===== src/rtl/rf_mac_pkg.sv =====
// Package with register map, reset values and timing constants of the MAC filter block
package rf_mac_pkg;
    // Register offsets (binary command codes)
    localparam logic [7:0] OFF_TARGET_NODE_ADDR = 8'h00;
    localparam logic [7:0] OFF_WAKE_HEADER_QUIET_TIME = 8'h03;
    localparam logic [7:0] OFF_HOP_CHANNEL_NUM = 8'h11;
    localparam logic [7:0] OFF_ADDR_FILTER_MASK = 8'h12;
    localparam logic [7:0] OFF_CHANNEL_HOLD_TIME = 8'h17;
    localparam logic [7:0] OFF_MAC_RETRY_LIMIT = 8'h18;
    localparam logic [7:0] OFF_BACKOFF_SLOT_COUNT = 8'h19;
    localparam logic [7:0] OFF_BURST_BYTE_CAP = 8'h1a;
    localparam logic [7:0] OFF_NET_VENDOR_CODE = 8'h27;
    // Reset values
    localparam logic [15:0] RST_TARGET_NODE_ADDR = 16'h0000;
    localparam logic [15:0] RST_WAKE_HEADER_QUIET_TIME = 16'hffff;
    localparam logic [7:0] RST_HOP_CHANNEL_NUM = 8'h00;
    localparam logic [15:0] RST_ADDR_FILTER_MASK = 16'hffff;
    localparam logic [7:0] RST_CHANNEL_HOLD_TIME = 8'h00;
    localparam logic [7:0] RST_MAC_RETRY_LIMIT = 8'h00;
    localparam logic [7:0] RST_BACKOFF_SLOT_COUNT = 8'h00;
    localparam logic [15:0] RST_BURST_BYTE_CAP = 16'hffff;
    // Arbitrary neutral value, not any real factory code
    localparam logic [15:0] RST_NET_VENDOR_CODE = 16'h8a5c;
    localparam logic [15:0] VENDOR_ALL_ONES = 16'hffff;
    localparam logic [15:0] VENDOR_FACTORY_BASE = 16'h8000;
    localparam logic [7:0] HOP_CHANNEL_MAX = 8'h06;
    localparam logic [15:0] WAKE_NEVER = 16'hffff;
    localparam logic [15:0] LFSR_SEED = 16'hace1;
    // Timing
    localparam int CLK_PERIOD_PS = 5000;
    localparam int SLOT_TIME_MS = 38;
    localparam int TICK_TIME_MS = 100;
    localparam int SLOT_CYCLES = SLOT_TIME_MS * (1000000000 / CLK_PERIOD_PS);
    localparam int TICK_CYCLES = TICK_TIME_MS * (1000000000 / CLK_PERIOD_PS);
    // Transmit sequencer states
    typedef enum logic [2:0] {
        TX_IDLE = 3'b000,
        TX_SEND = 3'b001,
        TX_WAIT_ACK = 3'b010,
        TX_BACKOFF = 3'b011,
        TX_WAKE = 3'b100
    } tx_state_t;
endpackage : rf_mac_pkg


===== src/rtl/rx_filter_if.sv =====
// Interface carrying a received header to the filter and its verdict back
`timescale 1ns/1ps
interface rx_filter_if;
    logic hdr_valid;
    logic [7:0] hdr_channel;
    logic [15:0] hdr_vendor;
    logic [15:0] hdr_dest;
    logic [7:0] own_channel;
    logic [15:0] own_vendor;
    logic [15:0] own_addr;
    logic [15:0] own_mask;
    logic verdict_valid;
    logic verdict_accept;
    logic verdict_chan_ok;
    modport filter (input hdr_valid, hdr_channel, hdr_vendor, hdr_dest, own_channel,
        own_vendor, own_addr, own_mask, output verdict_valid, verdict_accept, verdict_chan_ok);
    modport owner (output hdr_valid, hdr_channel, hdr_vendor, hdr_dest, own_channel,
        own_vendor, own_addr, own_mask, input verdict_valid, verdict_accept, verdict_chan_ok);
endinterface : rx_filter_if


===== src/rtl/rf_mac_filter_and_retry.sv =====
// MAC filtering, acknowledged retry, backoff, streaming cap and wake header timing
// Overview of operation
// - Forward payload only on address match; keep listening for sync whenever the channel matches.
// - Accept a packet only when vendor code, channel and address all pass.
// - Check the preamble channel number before the header vendor code.
// - Channel number 0 to 6; peers talk only on equal channel.
// - Match vendor code exactly; all-ones selects the factory code.
// - AND sender destination with mask; must equal own address or mask.
// - Without ack, wait random 0 to slots-1 backoff slots of 38 ms.
// - Slot setting used only with retries or byte cap; zero means no retry backoff, one slot of byte-cap pause.
// - Nonzero retry limit enables acks and retries; zero disables both.
// - Resend packet until ack or sent retry-limit times.
// - Nonzero hold time drops sync info while traffic keeps within it.
// - Zero hold time sends sync info with every packet.
// - After byte cap, pause random 1 to slots+1 slots; zero cap disables.
// - Send wake header after idle time; all-ones means never.
// - Wake header outlasts receiver sleep interval to keep receivers awake.
// - Receiver sleeps after quiet time and timeout; wakes each interval.
`timescale 1ns/1ps
module rf_mac_filter_and_retry #(
    parameter int SLOT_CYC = rf_mac_pkg::SLOT_CYCLES,
    parameter int TICK_CYC = rf_mac_pkg::TICK_CYCLES,
    parameter int WAKE_CYC = 16
) (
    // Clock and reset
    input wire logic core_clk,
    input wire logic rst,
    // Serial command port
    input wire logic cmd_wr,
    input wire logic [7:0] cmd_code,
    input wire logic [15:0] cmd_wdata,
    output logic [15:0] cmd_rdata,
    // Receive header from radio
    input wire logic rx_hdr_valid,
    input wire logic [7:0] rx_hdr_channel,
    input wire logic [15:0] rx_hdr_vendor,
    input wire logic [15:0] rx_hdr_dest,
    output logic rx_forward,
    output logic rx_sync_keep,
    // Transmit request side
    input wire logic tx_pkt_req,
    input wire logic tx_stream_byte,
    input wire logic tx_stream_end,
    input wire logic tx_ack_rcvd,
    input wire logic tx_ack_timeout,
    input wire logic rx_activity,
    input wire logic [15:0] factory_vendor_code,
    output logic tx_pkt_start,
    output logic tx_pkt_done,
    output logic tx_pkt_failed,
    output logic tx_ack_expect,
    output logic tx_with_sync,
    output logic tx_wake_hdr,
    output logic tx_paused
);
    typedef struct packed {
        logic [15:0] target_node_addr;
        logic [15:0] wake_header_quiet_time;
        logic [7:0] hop_channel_num;
        logic [15:0] addr_filter_mask;
        logic [7:0] channel_hold_time;
        logic [7:0] mac_retry_limit;
        logic [7:0] backoff_slot_count;
        logic [15:0] burst_byte_cap;
        logic [15:0] net_vendor_code;
        rf_mac_pkg::tx_state_t tx_state;
        logic [7:0] sends;
        logic [8:0] slots_left;
        logic [31:0] slot_timer;
        logic [31:0] tick_timer;
        logic [15:0] idle_ticks;
        logic [7:0] hold_ticks;
        logic session_open;
        logic [15:0] burst_bytes;
        logic [15:0] lfsr;
        logic [31:0] wake_timer;
        logic pkt_start;
        logic pkt_done;
        logic pkt_failed;
        logic with_sync;
        logic wake_hdr;
        logic [15:0] rdata;
    } mac_state_t;
    mac_state_t st, next_st;

    function automatic logic [8:0] draw_slots(input logic [15:0] rnd, input logic [7:0] n,
                                              input logic plus_one);
        logic [8:0] r;
        r = '0;
        if (n != 8'h00) begin
            r = 9'((rnd % {8'h00, n}) );
        end
        if (plus_one) begin
            r = 9'((rnd % ({8'h00, n} + 16'h0001)) + 16'h0001);
        end
        return r;
    endfunction : draw_slots

    rx_filter_if fif ();
    rx_packet_filter u_filter (
        .core_clk(core_clk),
        .rst(rst),
        .fif(fif)
    );

    logic [15:0] eff_vendor;
    logic retry_on, activity, tick, cap_hit;

    always_comb begin
        eff_vendor = (st.net_vendor_code == rf_mac_pkg::VENDOR_ALL_ONES) ?
            factory_vendor_code : st.net_vendor_code;
        fif.hdr_valid = rx_hdr_valid;
        fif.hdr_channel = rx_hdr_channel;
        fif.hdr_vendor = rx_hdr_vendor;
        fif.hdr_dest = rx_hdr_dest;
        fif.own_channel = st.hop_channel_num;
        fif.own_vendor = eff_vendor;
        fif.own_addr = st.target_node_addr;
        fif.own_mask = st.addr_filter_mask;
        retry_on = (st.mac_retry_limit != 8'h00);
        activity = tx_pkt_req || tx_stream_byte || rx_activity;
        tick = (st.tick_timer >= 32'(TICK_CYC - 1));
        cap_hit = (st.burst_byte_cap != 16'h0000) && tx_stream_byte &&
            (st.burst_bytes + 16'h0001 >= st.burst_byte_cap);
    end

    always_comb begin
        next_st = st;
        next_st.pkt_start = 1'b0;
        next_st.pkt_done = 1'b0;
        next_st.pkt_failed = 1'b0;
        next_st.lfsr = {st.lfsr[14:0], st.lfsr[15] ^ st.lfsr[13] ^ st.lfsr[12] ^ st.lfsr[10]};
        // Command register writes
        if (cmd_wr) begin
            unique case (cmd_code)
                rf_mac_pkg::OFF_TARGET_NODE_ADDR: next_st.target_node_addr = cmd_wdata;
                rf_mac_pkg::OFF_WAKE_HEADER_QUIET_TIME: next_st.wake_header_quiet_time = cmd_wdata;
                rf_mac_pkg::OFF_HOP_CHANNEL_NUM: begin
                    if (cmd_wdata[7:0] <= rf_mac_pkg::HOP_CHANNEL_MAX) begin
                        next_st.hop_channel_num = cmd_wdata[7:0];
                    end
                end
                rf_mac_pkg::OFF_ADDR_FILTER_MASK: next_st.addr_filter_mask = cmd_wdata;
                rf_mac_pkg::OFF_CHANNEL_HOLD_TIME: next_st.channel_hold_time = cmd_wdata[7:0];
                rf_mac_pkg::OFF_MAC_RETRY_LIMIT: next_st.mac_retry_limit = cmd_wdata[7:0];
                rf_mac_pkg::OFF_BACKOFF_SLOT_COUNT: next_st.backoff_slot_count = cmd_wdata[7:0];
                rf_mac_pkg::OFF_BURST_BYTE_CAP: next_st.burst_byte_cap = cmd_wdata;
                rf_mac_pkg::OFF_NET_VENDOR_CODE: next_st.net_vendor_code = cmd_wdata;
                default: ;
            endcase
        end
        // Read data, registered
        unique case (cmd_code)
            rf_mac_pkg::OFF_TARGET_NODE_ADDR: next_st.rdata = st.target_node_addr;
            rf_mac_pkg::OFF_WAKE_HEADER_QUIET_TIME: next_st.rdata = st.wake_header_quiet_time;
            rf_mac_pkg::OFF_HOP_CHANNEL_NUM: next_st.rdata = {8'h00, st.hop_channel_num};
            rf_mac_pkg::OFF_ADDR_FILTER_MASK: next_st.rdata = st.addr_filter_mask;
            rf_mac_pkg::OFF_CHANNEL_HOLD_TIME: next_st.rdata = {8'h00, st.channel_hold_time};
            rf_mac_pkg::OFF_MAC_RETRY_LIMIT: next_st.rdata = {8'h00, st.mac_retry_limit};
            rf_mac_pkg::OFF_BACKOFF_SLOT_COUNT: next_st.rdata = {8'h00, st.backoff_slot_count};
            rf_mac_pkg::OFF_BURST_BYTE_CAP: next_st.rdata = st.burst_byte_cap;
            rf_mac_pkg::OFF_NET_VENDOR_CODE: next_st.rdata = st.net_vendor_code;
            default: next_st.rdata = 16'h0000;
        endcase
        // 100 ms tick, idle and hold timers
        next_st.tick_timer = tick ? 32'h0000_0000 : st.tick_timer + 32'h0000_0001;
        if (activity) begin
            next_st.idle_ticks = 16'h0000;
            next_st.hold_ticks = 8'h00;
        end else if (tick) begin
            if (st.idle_ticks != 16'hffff) next_st.idle_ticks = st.idle_ticks + 16'h0001;
            if (st.hold_ticks != 8'hff) next_st.hold_ticks = st.hold_ticks + 8'h01;
        end
        if (st.channel_hold_time == 8'h00 || st.hold_ticks > st.channel_hold_time) begin
            next_st.session_open = 1'b0;
        end
        // Streaming byte counter
        if (tx_stream_end) begin
            next_st.burst_bytes = 16'h0000;
        end else if (tx_stream_byte && st.tx_state != rf_mac_pkg::TX_BACKOFF) begin
            next_st.burst_bytes = st.burst_bytes + 16'h0001;
        end
        unique case (st.tx_state)
            rf_mac_pkg::TX_IDLE: begin
                if (cap_hit) begin
                    next_st.slots_left = draw_slots(st.lfsr, st.backoff_slot_count, 1'b1);
                    next_st.slot_timer = 32'h0000_0000;
                    next_st.burst_bytes = 16'h0000;
                    // Stale retry count would turn the pause into a resend
                    next_st.sends = 8'h00;
                    next_st.tx_state = rf_mac_pkg::TX_BACKOFF;
                end else if (tx_pkt_req) begin
                    if (st.wake_header_quiet_time != rf_mac_pkg::WAKE_NEVER &&
                        st.idle_ticks >= st.wake_header_quiet_time) begin
                        next_st.wake_hdr = 1'b1;
                        next_st.wake_timer = 32'h0000_0000;
                        next_st.tx_state = rf_mac_pkg::TX_WAKE;
                    end else begin
                        next_st.tx_state = rf_mac_pkg::TX_SEND;
                    end
                    next_st.sends = 8'h00;
                end
            end
            rf_mac_pkg::TX_WAKE: begin
                next_st.wake_timer = st.wake_timer + 32'h0000_0001;
                if (st.wake_timer >= 32'(WAKE_CYC - 1)) begin
                    next_st.wake_hdr = 1'b0;
                    next_st.tx_state = rf_mac_pkg::TX_SEND;
                end
            end
            rf_mac_pkg::TX_SEND: begin
                next_st.pkt_start = 1'b1;
                next_st.with_sync = !st.session_open;
                next_st.session_open = (st.channel_hold_time != 8'h00);
                next_st.sends = st.sends + 8'h01;
                if (retry_on) begin
                    next_st.tx_state = rf_mac_pkg::TX_WAIT_ACK;
                end else begin
                    next_st.pkt_done = 1'b1;
                    next_st.tx_state = rf_mac_pkg::TX_IDLE;
                end
            end
            rf_mac_pkg::TX_WAIT_ACK: begin
                if (tx_ack_rcvd) begin
                    next_st.pkt_done = 1'b1;
                    next_st.tx_state = rf_mac_pkg::TX_IDLE;
                end else if (tx_ack_timeout) begin
                    if (st.sends >= st.mac_retry_limit) begin
                        next_st.pkt_failed = 1'b1;
                        next_st.tx_state = rf_mac_pkg::TX_IDLE;
                    end else begin
                        next_st.slots_left = draw_slots(st.lfsr, st.backoff_slot_count,
                            1'b0);
                        next_st.slot_timer = 32'h0000_0000;
                        next_st.tx_state = rf_mac_pkg::TX_BACKOFF;
                    end
                end
            end
            rf_mac_pkg::TX_BACKOFF: begin
                if (st.slots_left == 9'h000) begin
                    // Back to send if a retry was pending, else stream resumes
                    next_st.tx_state = (st.sends != 8'h00 && retry_on) ?
                        rf_mac_pkg::TX_SEND : rf_mac_pkg::TX_IDLE;
                    if (st.sends == 8'h00 || !retry_on) next_st.sends = 8'h00;
                end else if (st.slot_timer >= 32'(SLOT_CYC - 1)) begin
                    next_st.slot_timer = 32'h0000_0000;
                    next_st.slots_left = st.slots_left - 9'h001;
                end else begin
                    next_st.slot_timer = st.slot_timer + 32'h0000_0001;
                end
            end
            default: next_st.tx_state = rf_mac_pkg::TX_IDLE;
        endcase
    end

    always_ff @(posedge core_clk or posedge rst) begin
        if (rst) begin
            st <= '0;
            st.target_node_addr <= rf_mac_pkg::RST_TARGET_NODE_ADDR;
            st.wake_header_quiet_time <= rf_mac_pkg::RST_WAKE_HEADER_QUIET_TIME;
            st.hop_channel_num <= rf_mac_pkg::RST_HOP_CHANNEL_NUM;
            st.addr_filter_mask <= rf_mac_pkg::RST_ADDR_FILTER_MASK;
            st.channel_hold_time <= rf_mac_pkg::RST_CHANNEL_HOLD_TIME;
            st.mac_retry_limit <= rf_mac_pkg::RST_MAC_RETRY_LIMIT;
            st.backoff_slot_count <= rf_mac_pkg::RST_BACKOFF_SLOT_COUNT;
            st.burst_byte_cap <= rf_mac_pkg::RST_BURST_BYTE_CAP;
            st.net_vendor_code <= rf_mac_pkg::RST_NET_VENDOR_CODE;
            st.lfsr <= rf_mac_pkg::LFSR_SEED;
        end else begin
            st <= next_st;
        end
    end

    assign cmd_rdata = st.rdata;
    assign rx_forward = fif.verdict_accept;
    assign rx_sync_keep = fif.verdict_chan_ok;
    assign tx_pkt_start = st.pkt_start;
    assign tx_pkt_done = st.pkt_done;
    assign tx_pkt_failed = st.pkt_failed;
    assign tx_ack_expect = (st.tx_state == rf_mac_pkg::TX_WAIT_ACK);
    assign tx_with_sync = st.with_sync;
    assign tx_wake_hdr = st.wake_hdr;
    assign tx_paused = (st.tx_state == rf_mac_pkg::TX_BACKOFF);

    a_no_ack_off: assert property (@(posedge core_clk) disable iff (rst)
        (st.mac_retry_limit == 8'h00) |-> !tx_ack_expect)
        else $error("ack awaited with retries off");
    a_send_limit: assert property (@(posedge core_clk) disable iff (rst)
        tx_pkt_start |-> st.sends <= st.mac_retry_limit || st.mac_retry_limit == 8'h00)
        else $error("sent more than retry limit");
    a_sync_zero_hold: assert property (@(posedge core_clk) disable iff (rst)
        (tx_pkt_start && st.channel_hold_time == 8'h00) |-> tx_with_sync)
        else $error("sync missing with zero hold");
    a_retry_range: assert property (@(posedge core_clk) disable iff (rst)
        ($rose(tx_paused) && st.sends != 8'h00) |->
        (st.slots_left < {1'b0, st.backoff_slot_count} || st.slots_left == 9'h000))
        else $error("retry backoff out of range");
    a_cap_range: assert property (@(posedge core_clk) disable iff (rst)
        ($rose(tx_paused) && st.sends == 8'h00) |->
        (st.slots_left >= 9'h001 && st.slots_left <= {1'b0, st.backoff_slot_count} + 9'h001))
        else $error("cap pause out of range");
    a_cap_clears: assert property (@(posedge core_clk) disable iff (rst)
        $rose(tx_paused) && st.sends == 8'h00 |-> st.burst_bytes == 16'h0000)
        else $error("byte counter not cleared");
    a_chan_legal: assert property (@(posedge core_clk) disable iff (rst)
        st.hop_channel_num <= rf_mac_pkg::HOP_CHANNEL_MAX)
        else $error("channel out of range");
    a_wake_never: assert property (@(posedge core_clk) disable iff (rst)
        (st.wake_header_quiet_time == rf_mac_pkg::WAKE_NEVER && st.tx_state ==
        rf_mac_pkg::TX_IDLE) |=> !$rose(tx_wake_hdr))
        else $error("wake header sent when disabled");
    c_forward: cover property (@(posedge core_clk) disable iff (rst) rx_forward);
    c_retry: cover property (@(posedge core_clk) disable iff (rst) tx_pkt_start && st.sends > 8'h01);
    c_pause: cover property (@(posedge core_clk) disable iff (rst) $rose(tx_paused));
    c_wake: cover property (@(posedge core_clk) disable iff (rst) $rose(tx_wake_hdr));
endmodule : rf_mac_filter_and_retry


===== src/rtl/rx_packet_filter.sv =====
// Receive filter: channel, then vendor code, then masked destination address
`timescale 1ns/1ps
module rx_packet_filter (
    // Clock and reset
    input wire logic core_clk,
    input wire logic rst,
    // Header and verdict
    rx_filter_if.filter fif
);
    typedef struct packed {
        logic verdict_valid;
        logic verdict_accept;
        logic verdict_chan_ok;
    } filt_state_t;
    filt_state_t st, next_st;
    logic chan_ok, vend_ok, addr_ok;
    logic [15:0] masked;

    always_comb begin
        masked = fif.hdr_dest & fif.own_mask;
        chan_ok = (fif.hdr_channel == fif.own_channel);
        vend_ok = (fif.hdr_vendor == fif.own_vendor);
        addr_ok = (masked == fif.own_addr) || (masked == fif.own_mask);
        next_st.verdict_valid = fif.hdr_valid;
        next_st.verdict_chan_ok = fif.hdr_valid && chan_ok;
        next_st.verdict_accept = fif.hdr_valid && chan_ok && vend_ok && addr_ok;
    end

    always_ff @(posedge core_clk or posedge rst) begin
        if (rst) begin
            st <= '0;
        end else begin
            st <= next_st;
        end
    end

    assign fif.verdict_valid = st.verdict_valid;
    assign fif.verdict_accept = st.verdict_accept;
    assign fif.verdict_chan_ok = st.verdict_chan_ok;

    a_accept_all_three: assert property (@(posedge core_clk) disable iff (rst)
        fif.verdict_accept |-> $past(chan_ok && vend_ok && addr_ok && fif.hdr_valid))
        else $error("accepted packet failed a filter");
    a_chan_first: assert property (@(posedge core_clk) disable iff (rst)
        fif.verdict_accept |-> fif.verdict_chan_ok)
        else $error("accepted without channel match");
    a_mask_reject: assert property (@(posedge core_clk) disable iff (rst)
        (fif.hdr_valid && !addr_ok) |=> !fif.verdict_accept)
        else $error("address mismatch accepted");
endmodule : rx_packet_filter


===== config.mk =====
export PLATFORM = sky130hd
export DESIGN_NAME = rf_mac_filter_and_retry
export DESIGN_NICKNAME = d
export VERILOG_FILES = /design/src/rtl/rf_mac_pkg.sv /design/src/rtl/rx_filter_if.sv /design/src/rtl/rf_mac_filter_and_retry.sv /design/src/rtl/rx_packet_filter.sv
export SDC_FILE = /design/constraint.sdc
export NUM_CORES = 1
export LEC_CHECK = 0
export BUFFER_PORTS_ARGS = -buffer_cell sky130_fd_sc_hd__buf_2
export CAP_MARGIN = 25
export CORE_ASPECT_RATIO = 2
export CORE_MARGIN = 3
export CORE_UTILIZATION = 35
export DETAILED_ROUTE_END_ITERATION = 6
export PLACE_DENSITY_LB_ADDON = 0.2
export SLEW_MARGIN = 0
export SYNTH_ARGS = -nofsm -noshare
export SYNTH_HDL_FRONTEND = slang
export SYNTH_SLANG_ARGS = --single-unit
export TNS_END_PERCENT = 100

===== constraint.sdc =====
create_clock -name core_clk -period 33.2 [get_ports core_clk]
set_clock_uncertainty 0.05 [all_clocks]
set_input_delay 6.64 -clock core_clk [delete_from_list [all_inputs] [get_ports core_clk]]
set_output_delay 6.64 -clock core_clk [all_outputs]
set_load 0.01 [all_outputs]

==> results of run 1 <==
==> cell type report <==
cell class | count | area (sq um)
clock inverters | 16 | 174
clock buffers | 40 | 870
repair buffers | 230 | 1470
fillers | 8078 | 46900
well taps | 1029 | 1290
diodes | 1 | 2.50
multi-input cells | 2653 | 19400
flip-flops and latches | 308 | 7790
inverters | 152 | 582
==> worst paths after layout <==
check,depth (start not counted),endpoint,slack (ns)
worst min register to register,0,next_st[60],0.40
max in group asynchronous,3,st[122],25.55
worst max-delay path,138,st[178],1.79
min in group asynchronous,2,st[75],6.13
worst max register to register,138,st[178],1.79
worst min-delay path,0,next_st[60],0.40
==> synthesized netlist by cell type (all sizes together) (14+ instances only) <==
cell,count
dfrtp,245
o21a,72
nor2b,28
o211ai,34
nand2b,30
a22oi,23
nor2,329
a222oi,16
o21bai,18
o31ai,30
buf,42
a21o,76
nand4,54
nand2,233
a211oi,14
a21boi,14
xnor2,113
o21ai,157
clkbuf,72
and2,26
or3,32
and3,47
nand3,99
dfstp,63
a21oi,141
xor2,143
a221oi,17
a31oi,29
mux2i,31
mux2,178
ha,270
nor4,39
nor3,125
inv,150
or2,32
==> per-layer routing <==
layer  up-vias  global-route usage, %  part of all wire (%)
li1      12100                      -                     -
met1     12100                   20.6                    34
met2       563                   43.2                    54
met3       269                   2.12                   3.3
met4         0                   14.6                   8.1
met5         -                      0                     0
==> timing repair <==
action,4_1_cts,5_1_grt
setup endpoints to repair,9,9
gates resized for setup,17,89
hold endpoints to repair,0,0
setup buffers,1,35
pin swaps,1,19
cloned,0,1
==> metrics by stage <==
step	setup slack (ns)	hold slack [ns]	instance area (sq um)	utilization (%)	cells
2_1_floorplan	2.40	0.329	27900	-	3226
3_3_place_gp	-1.31	0.397	29800	38.0	4334
3_5_place_dp	-1.28	0.400	29800	38.0	4334
4_1_cts	0.0183	0.409	30900	39.4	4391
5_1_grt	-0.145	0.410	31600	40.2	4428
6_report	1.79	0.403	31600	40.2	4429
==> critical path: cells and delay by family, from the launching register on <==
family / cells / cell delay [ns]
AOI/OAI and AO/OA: 71 / 14.71
xor gates and xnor gates: 2 / 0.33
adders and majority gates: 16 / 4.94
buffers and inverters: 4 / 0.83
DFF: 1 / 0.53
muxes: 6 / 1.99
and+or+nand+nor: 39 / 7.89
==> logic make-up after synthesis <==
| group | synth area share (%) |
|---|---|
| buf+inv | 4.08 |
| compound gates | 19.5 |
| other cells | 0.0135 |
| flops | 28.0 |
| fa+ha+maj | 12.4 |
| xor+xnor | 8.05 |
| simple gates | 19.7 |
| mux | 8.33 |
==> sequential cells by signal, indices dropped and copies added, names as in the netlist <==
name / count
st: 230
cmd_rdata: 16
fif.own_addr: 16
fif.own_mask: 16
next_st: 15
fif.own_channel: 8
tx_pkt_done: 1
tx_pkt_failed: 1
tx_pkt_start: 1
tx_wake_hdr: 1
tx_with_sync: 1
u_filter.fif.verdict_accept: 1
u_filter.fif.verdict_chan_ok: 1
==> results_dict.tcl, run 1 <==
set metrics [dict create \
    synth_top_area_cell "dfrtp_1" \
    yosysWarnings 0 \
    via_count 25100 \
    critPathArrivalTime_ns 31.89 \
    fmax_mhz 31.8 \
    synth-edff-count 0 \
    end_kind "register" \
    mostFrequentLayoutCells "nor2_1, ha_1, dfrtp_1" \
    dp_hpwl_um 73400 \
    grt_pass1_wl_um 142000 \
    cts_buffers 30 \
    syn_area_sq_um 27800 \
    hp-class "reg2reg" \
    slew_viol_final 0 \
    routedWlPerCell_um 20.9 \
    critPathKind "reg2reg" \
    drtIter0Drc 1301 \
    tns_ns 0 \
    synth.area.top_cells "dfrtp_1, ha_1, mux2_2, dfstp_2, xor2_1" \
    synth_top_flop_cell "dfrtp_1" \
    finalHoldViolCount 0 \
    die_x_um 205 \
    tightest_slew_ns 0.996 \
    crit_path_frequent_cell "ha_1" \
    startpoint_type "register" \
    drive_gt1_share_pct 19.6 \
    ys_seq_elements 308 \
    mostFrequentLayoutCell "nor2_1" \
    min_from "next_st[59]" \
    antenna_found_initial 2 \
    die-area_sq_um 83200 \
    pin_count 115 \
    grt_usage_pct 21.8 \
    worstSkewPairLatency_ns 0.61 \
    nets 3737 \
    rows 145 \
    clkSinkCount 308 \
    area_delta_synth_final_pct 13.6 \
    finalCritPeriodShare_pct 94.6 \
    path_clk_slew_ns 0.07 \
    cts_hold_buffers 0 \
    crit_fanout 14 \
    grt_max_degree 104 \
    r2r-start "st[228]" \
    synth_cells 3220 \
    cts_root_buffer "clkbuf_16" \
    die_y_um 405 \
    viasPerCell 5.67 \
    drt_pass1_iterations 7 \
    critPathRequiredTime_ns 33.69 \
    slew_headroom_pct 33.1 \
    initial_core_util_pct 35.4 \
    postRouteAntennaNets 0 \
    period_minus_slack_ns 31.41 \
    postSynthAreaPerCell_sq_um 8.64 \
    startpoint "st[228]" \
    cts_max_level 1 \
    async_reset_ff_share_pct 100 \
    core_area_sq_um 78600 \
    gp_congestion 0.948 \
    clockBufferDepth 3 \
    setup_viol 0 \
    cap_violations 0 \
    grt_pass1_vias 25700 \
    cp_slowest_cell "or4b_2" \
    cts_tree "done" \
    max_stage_delay_ns 0.60 \
    synth-seq-area-share_pct 28.0 \
    synth_cell_types 108 \
    status "finished clean" \
    route.detailed.drc 0 \
    wirelength_um 92700 \
    synth_top_area_share_pct 22.0 \
    gr-total-overflow 0 \
    io_buffers 114 \
]
Power of run 1 is not shown: default switching activity piles up to over one toggle a cycle in this logic, so the estimate is an artifact.
==> run 2, diff against run 1 <==
CORE_ASPECT_RATIO = 1.25   (was 2)
==> results_dict.tcl, run 2 (synthesis results as in run 1) <==
set metrics [dict create \
    antenna_found_initial 1 \
    drtIter0Drc 1154 \
    critPathRequiredTime_ns 33.57 \
    startpoint_type "register" \
    hold_path_depth 0 \
    cts_buffers 34 \
    busiest_layer "met2" \
    routedWlPerCell_um 18.5 \
    crit_path_frequent_cell "o21a_1" \
    finalCritPeriodShare_pct 93.2 \
    max_stage_delay_ns 0.61 \
    fillCellCount 8011 \
    wirelength_um 81800 \
    drt_pass1_iterations 7 \
    end_kind "register" \
    final.setup.worst_slack_ns 2.24 \
    setup_viol 0 \
    grt_pass1_wl_um 130000 \
    via_count 24400 \
    slew_viol_final 0 \
    path_clk_slew_ns 0.06 \
    multi_input_area_sq_um 19300 \
    critPathArrivalTime_ns 31.33 \
    mostFrequentLayoutCells "nor2_1, ha_1, dfrtp_1" \
    core_area_sq_um 78700 \
    dpl_cell_area_sq_um 29700 \
    reg2reg_depth 131 \
    hp-class "reg2reg" \
    top_register "st" \
    regArea_sq_um 7800 \
    viasPerCell 5.52 \
    drive_gt1_share_pct 18.1 \
    grt_usage_pct 19.2 \
    tightest_slew_ns 0.908 \
    dp_cells 4335 \
    io_buffers 114 \
    gp_congestion 0.881 \
    fmax_mhz 32.3 \
    largest_register_ffs 230 \
    use_met1_pct 23.4 \
    die_y_um 321 \
    cap_violations 0 \
    cts_root_buffer "clkbuf_16" \
    dp_hpwl_um 62900 \
    slew_headroom_pct 39.0 \
    gr-total-overflow 0 \
    die_x_um 258 \
    cts_tree "done" \
    rows 115 \
    cp_slowest_cell "or4_4" \
    antenna_cells 0 \
    status "finished clean" \
    cts_max_level 2 \
    period_minus_slack_ns 30.96 \
    mostFrequentLayoutCell "nor2_1" \
    grt_pass1_vias 23900 \
    finalHoldViolCount 0 \
    nets 3702 \
    grt_use_met2_pct 35.2 \
    die-area_sq_um 83000 \
    route.detailed.drc 0 \
    pin_count 115 \
    worstSkewPairLatency_ns 0.55 \
    postRouteAntennaNets 0 \
    final_cell_count_no_fill 4419 \
    crit_fanout 17 \
    cts_hold_buffers 0 \
    place_ws_ns 0.139 \
    final_area_sq_um 31300 \
    critPathKind "reg2reg" \
    grt_max_degree 140 \
    tns_ns 0 \
    area_delta_synth_final_pct 12.4 \
    clockBufferDepth 3 \
    clkSinkCount 308 \
    initial_core_util_pct 35.4 \
    grt_util_met3_pct 1.78 \
]
## run 2: changes by cell type in the layout (fill, tap and decap cells not counted), sizes merged
cell | previous run | this run
nor2 | 330 | 329
inv | 151 | 154
buf | 230 | 191
clkinv | 12 | 7
diode | 1 | 0
clkinvlp | 2 | 4
clkbuf | 40 | 47
## run 2: critical path, delay by kind of cell (launching register included)
family,cells,cell delay (ns)
AOI/OAI and AO/OA,76,15.61
adders and majority gates,16,4.97
buffers and inverters,9,1.59
DFF,1,0.42
muxes,5,1.69
and+or+nand+nor,25,6.41
## run 2: cell type report
| type | instances | area share (%) |
|---|---|---|
| clock buffer | 46 | 3.09 |
| sequential | 308 | 24.9 |
| timing repair buffer | 192 | 3.74 |
| inverter | 152 | 1.85 |
| multi-input combinational | 2652 | 61.6 |
| tap | 1053 | 4.21 |
| clock inverter | 16 | 0.612 |
## run 2: repair_timing
action | 4_1_cts | 5_1_grt
buffers inserted | 0 | 21
pin swaps | 0 | 9
endpoints found under the setup margin | 1 | 9
resized for setup | 1 | 74
## run 2: worst paths after layout
path | slack (ns) | endpoint | from
worst max-delay path | 2.24 | st[181] | st[226]
worst min-delay path | 0.40 | next_st[60] | next_st[59]
worst max register to register | 2.24 | st[181] | st[226]
worst min register to register | 0.40 | next_st[60] | next_st[59]
max in group asynchronous | 25.54 | st[137] | rst
min in group asynchronous | 6.18 | st[46] | rst
## run 2: routing by layer
| metal | wire (um) | vias up | share of wire (%) |
|---|---|---|---|
| li1 | - | 12100 | - |
| met1 | 35300 | 11600 | 43 |
| met2 | 40900 | 523 | 50 |
| met3 | 2790 | 160 | 3.4 |
| met4 | 2810 | 2 | 3.4 |
| met5 | 13 | - | 0.016 |
## run 2: metrics by stage
step	hold slack [ns]	utilization, %
after CTS	0.404	39.2
after floorplan	0.329	-
after global routing	0.405	39.7
after detailed placement	0.395	37.7
after global placement	0.392	37.7
final	0.398	39.7
Power of run 2 is left out for the same reason.
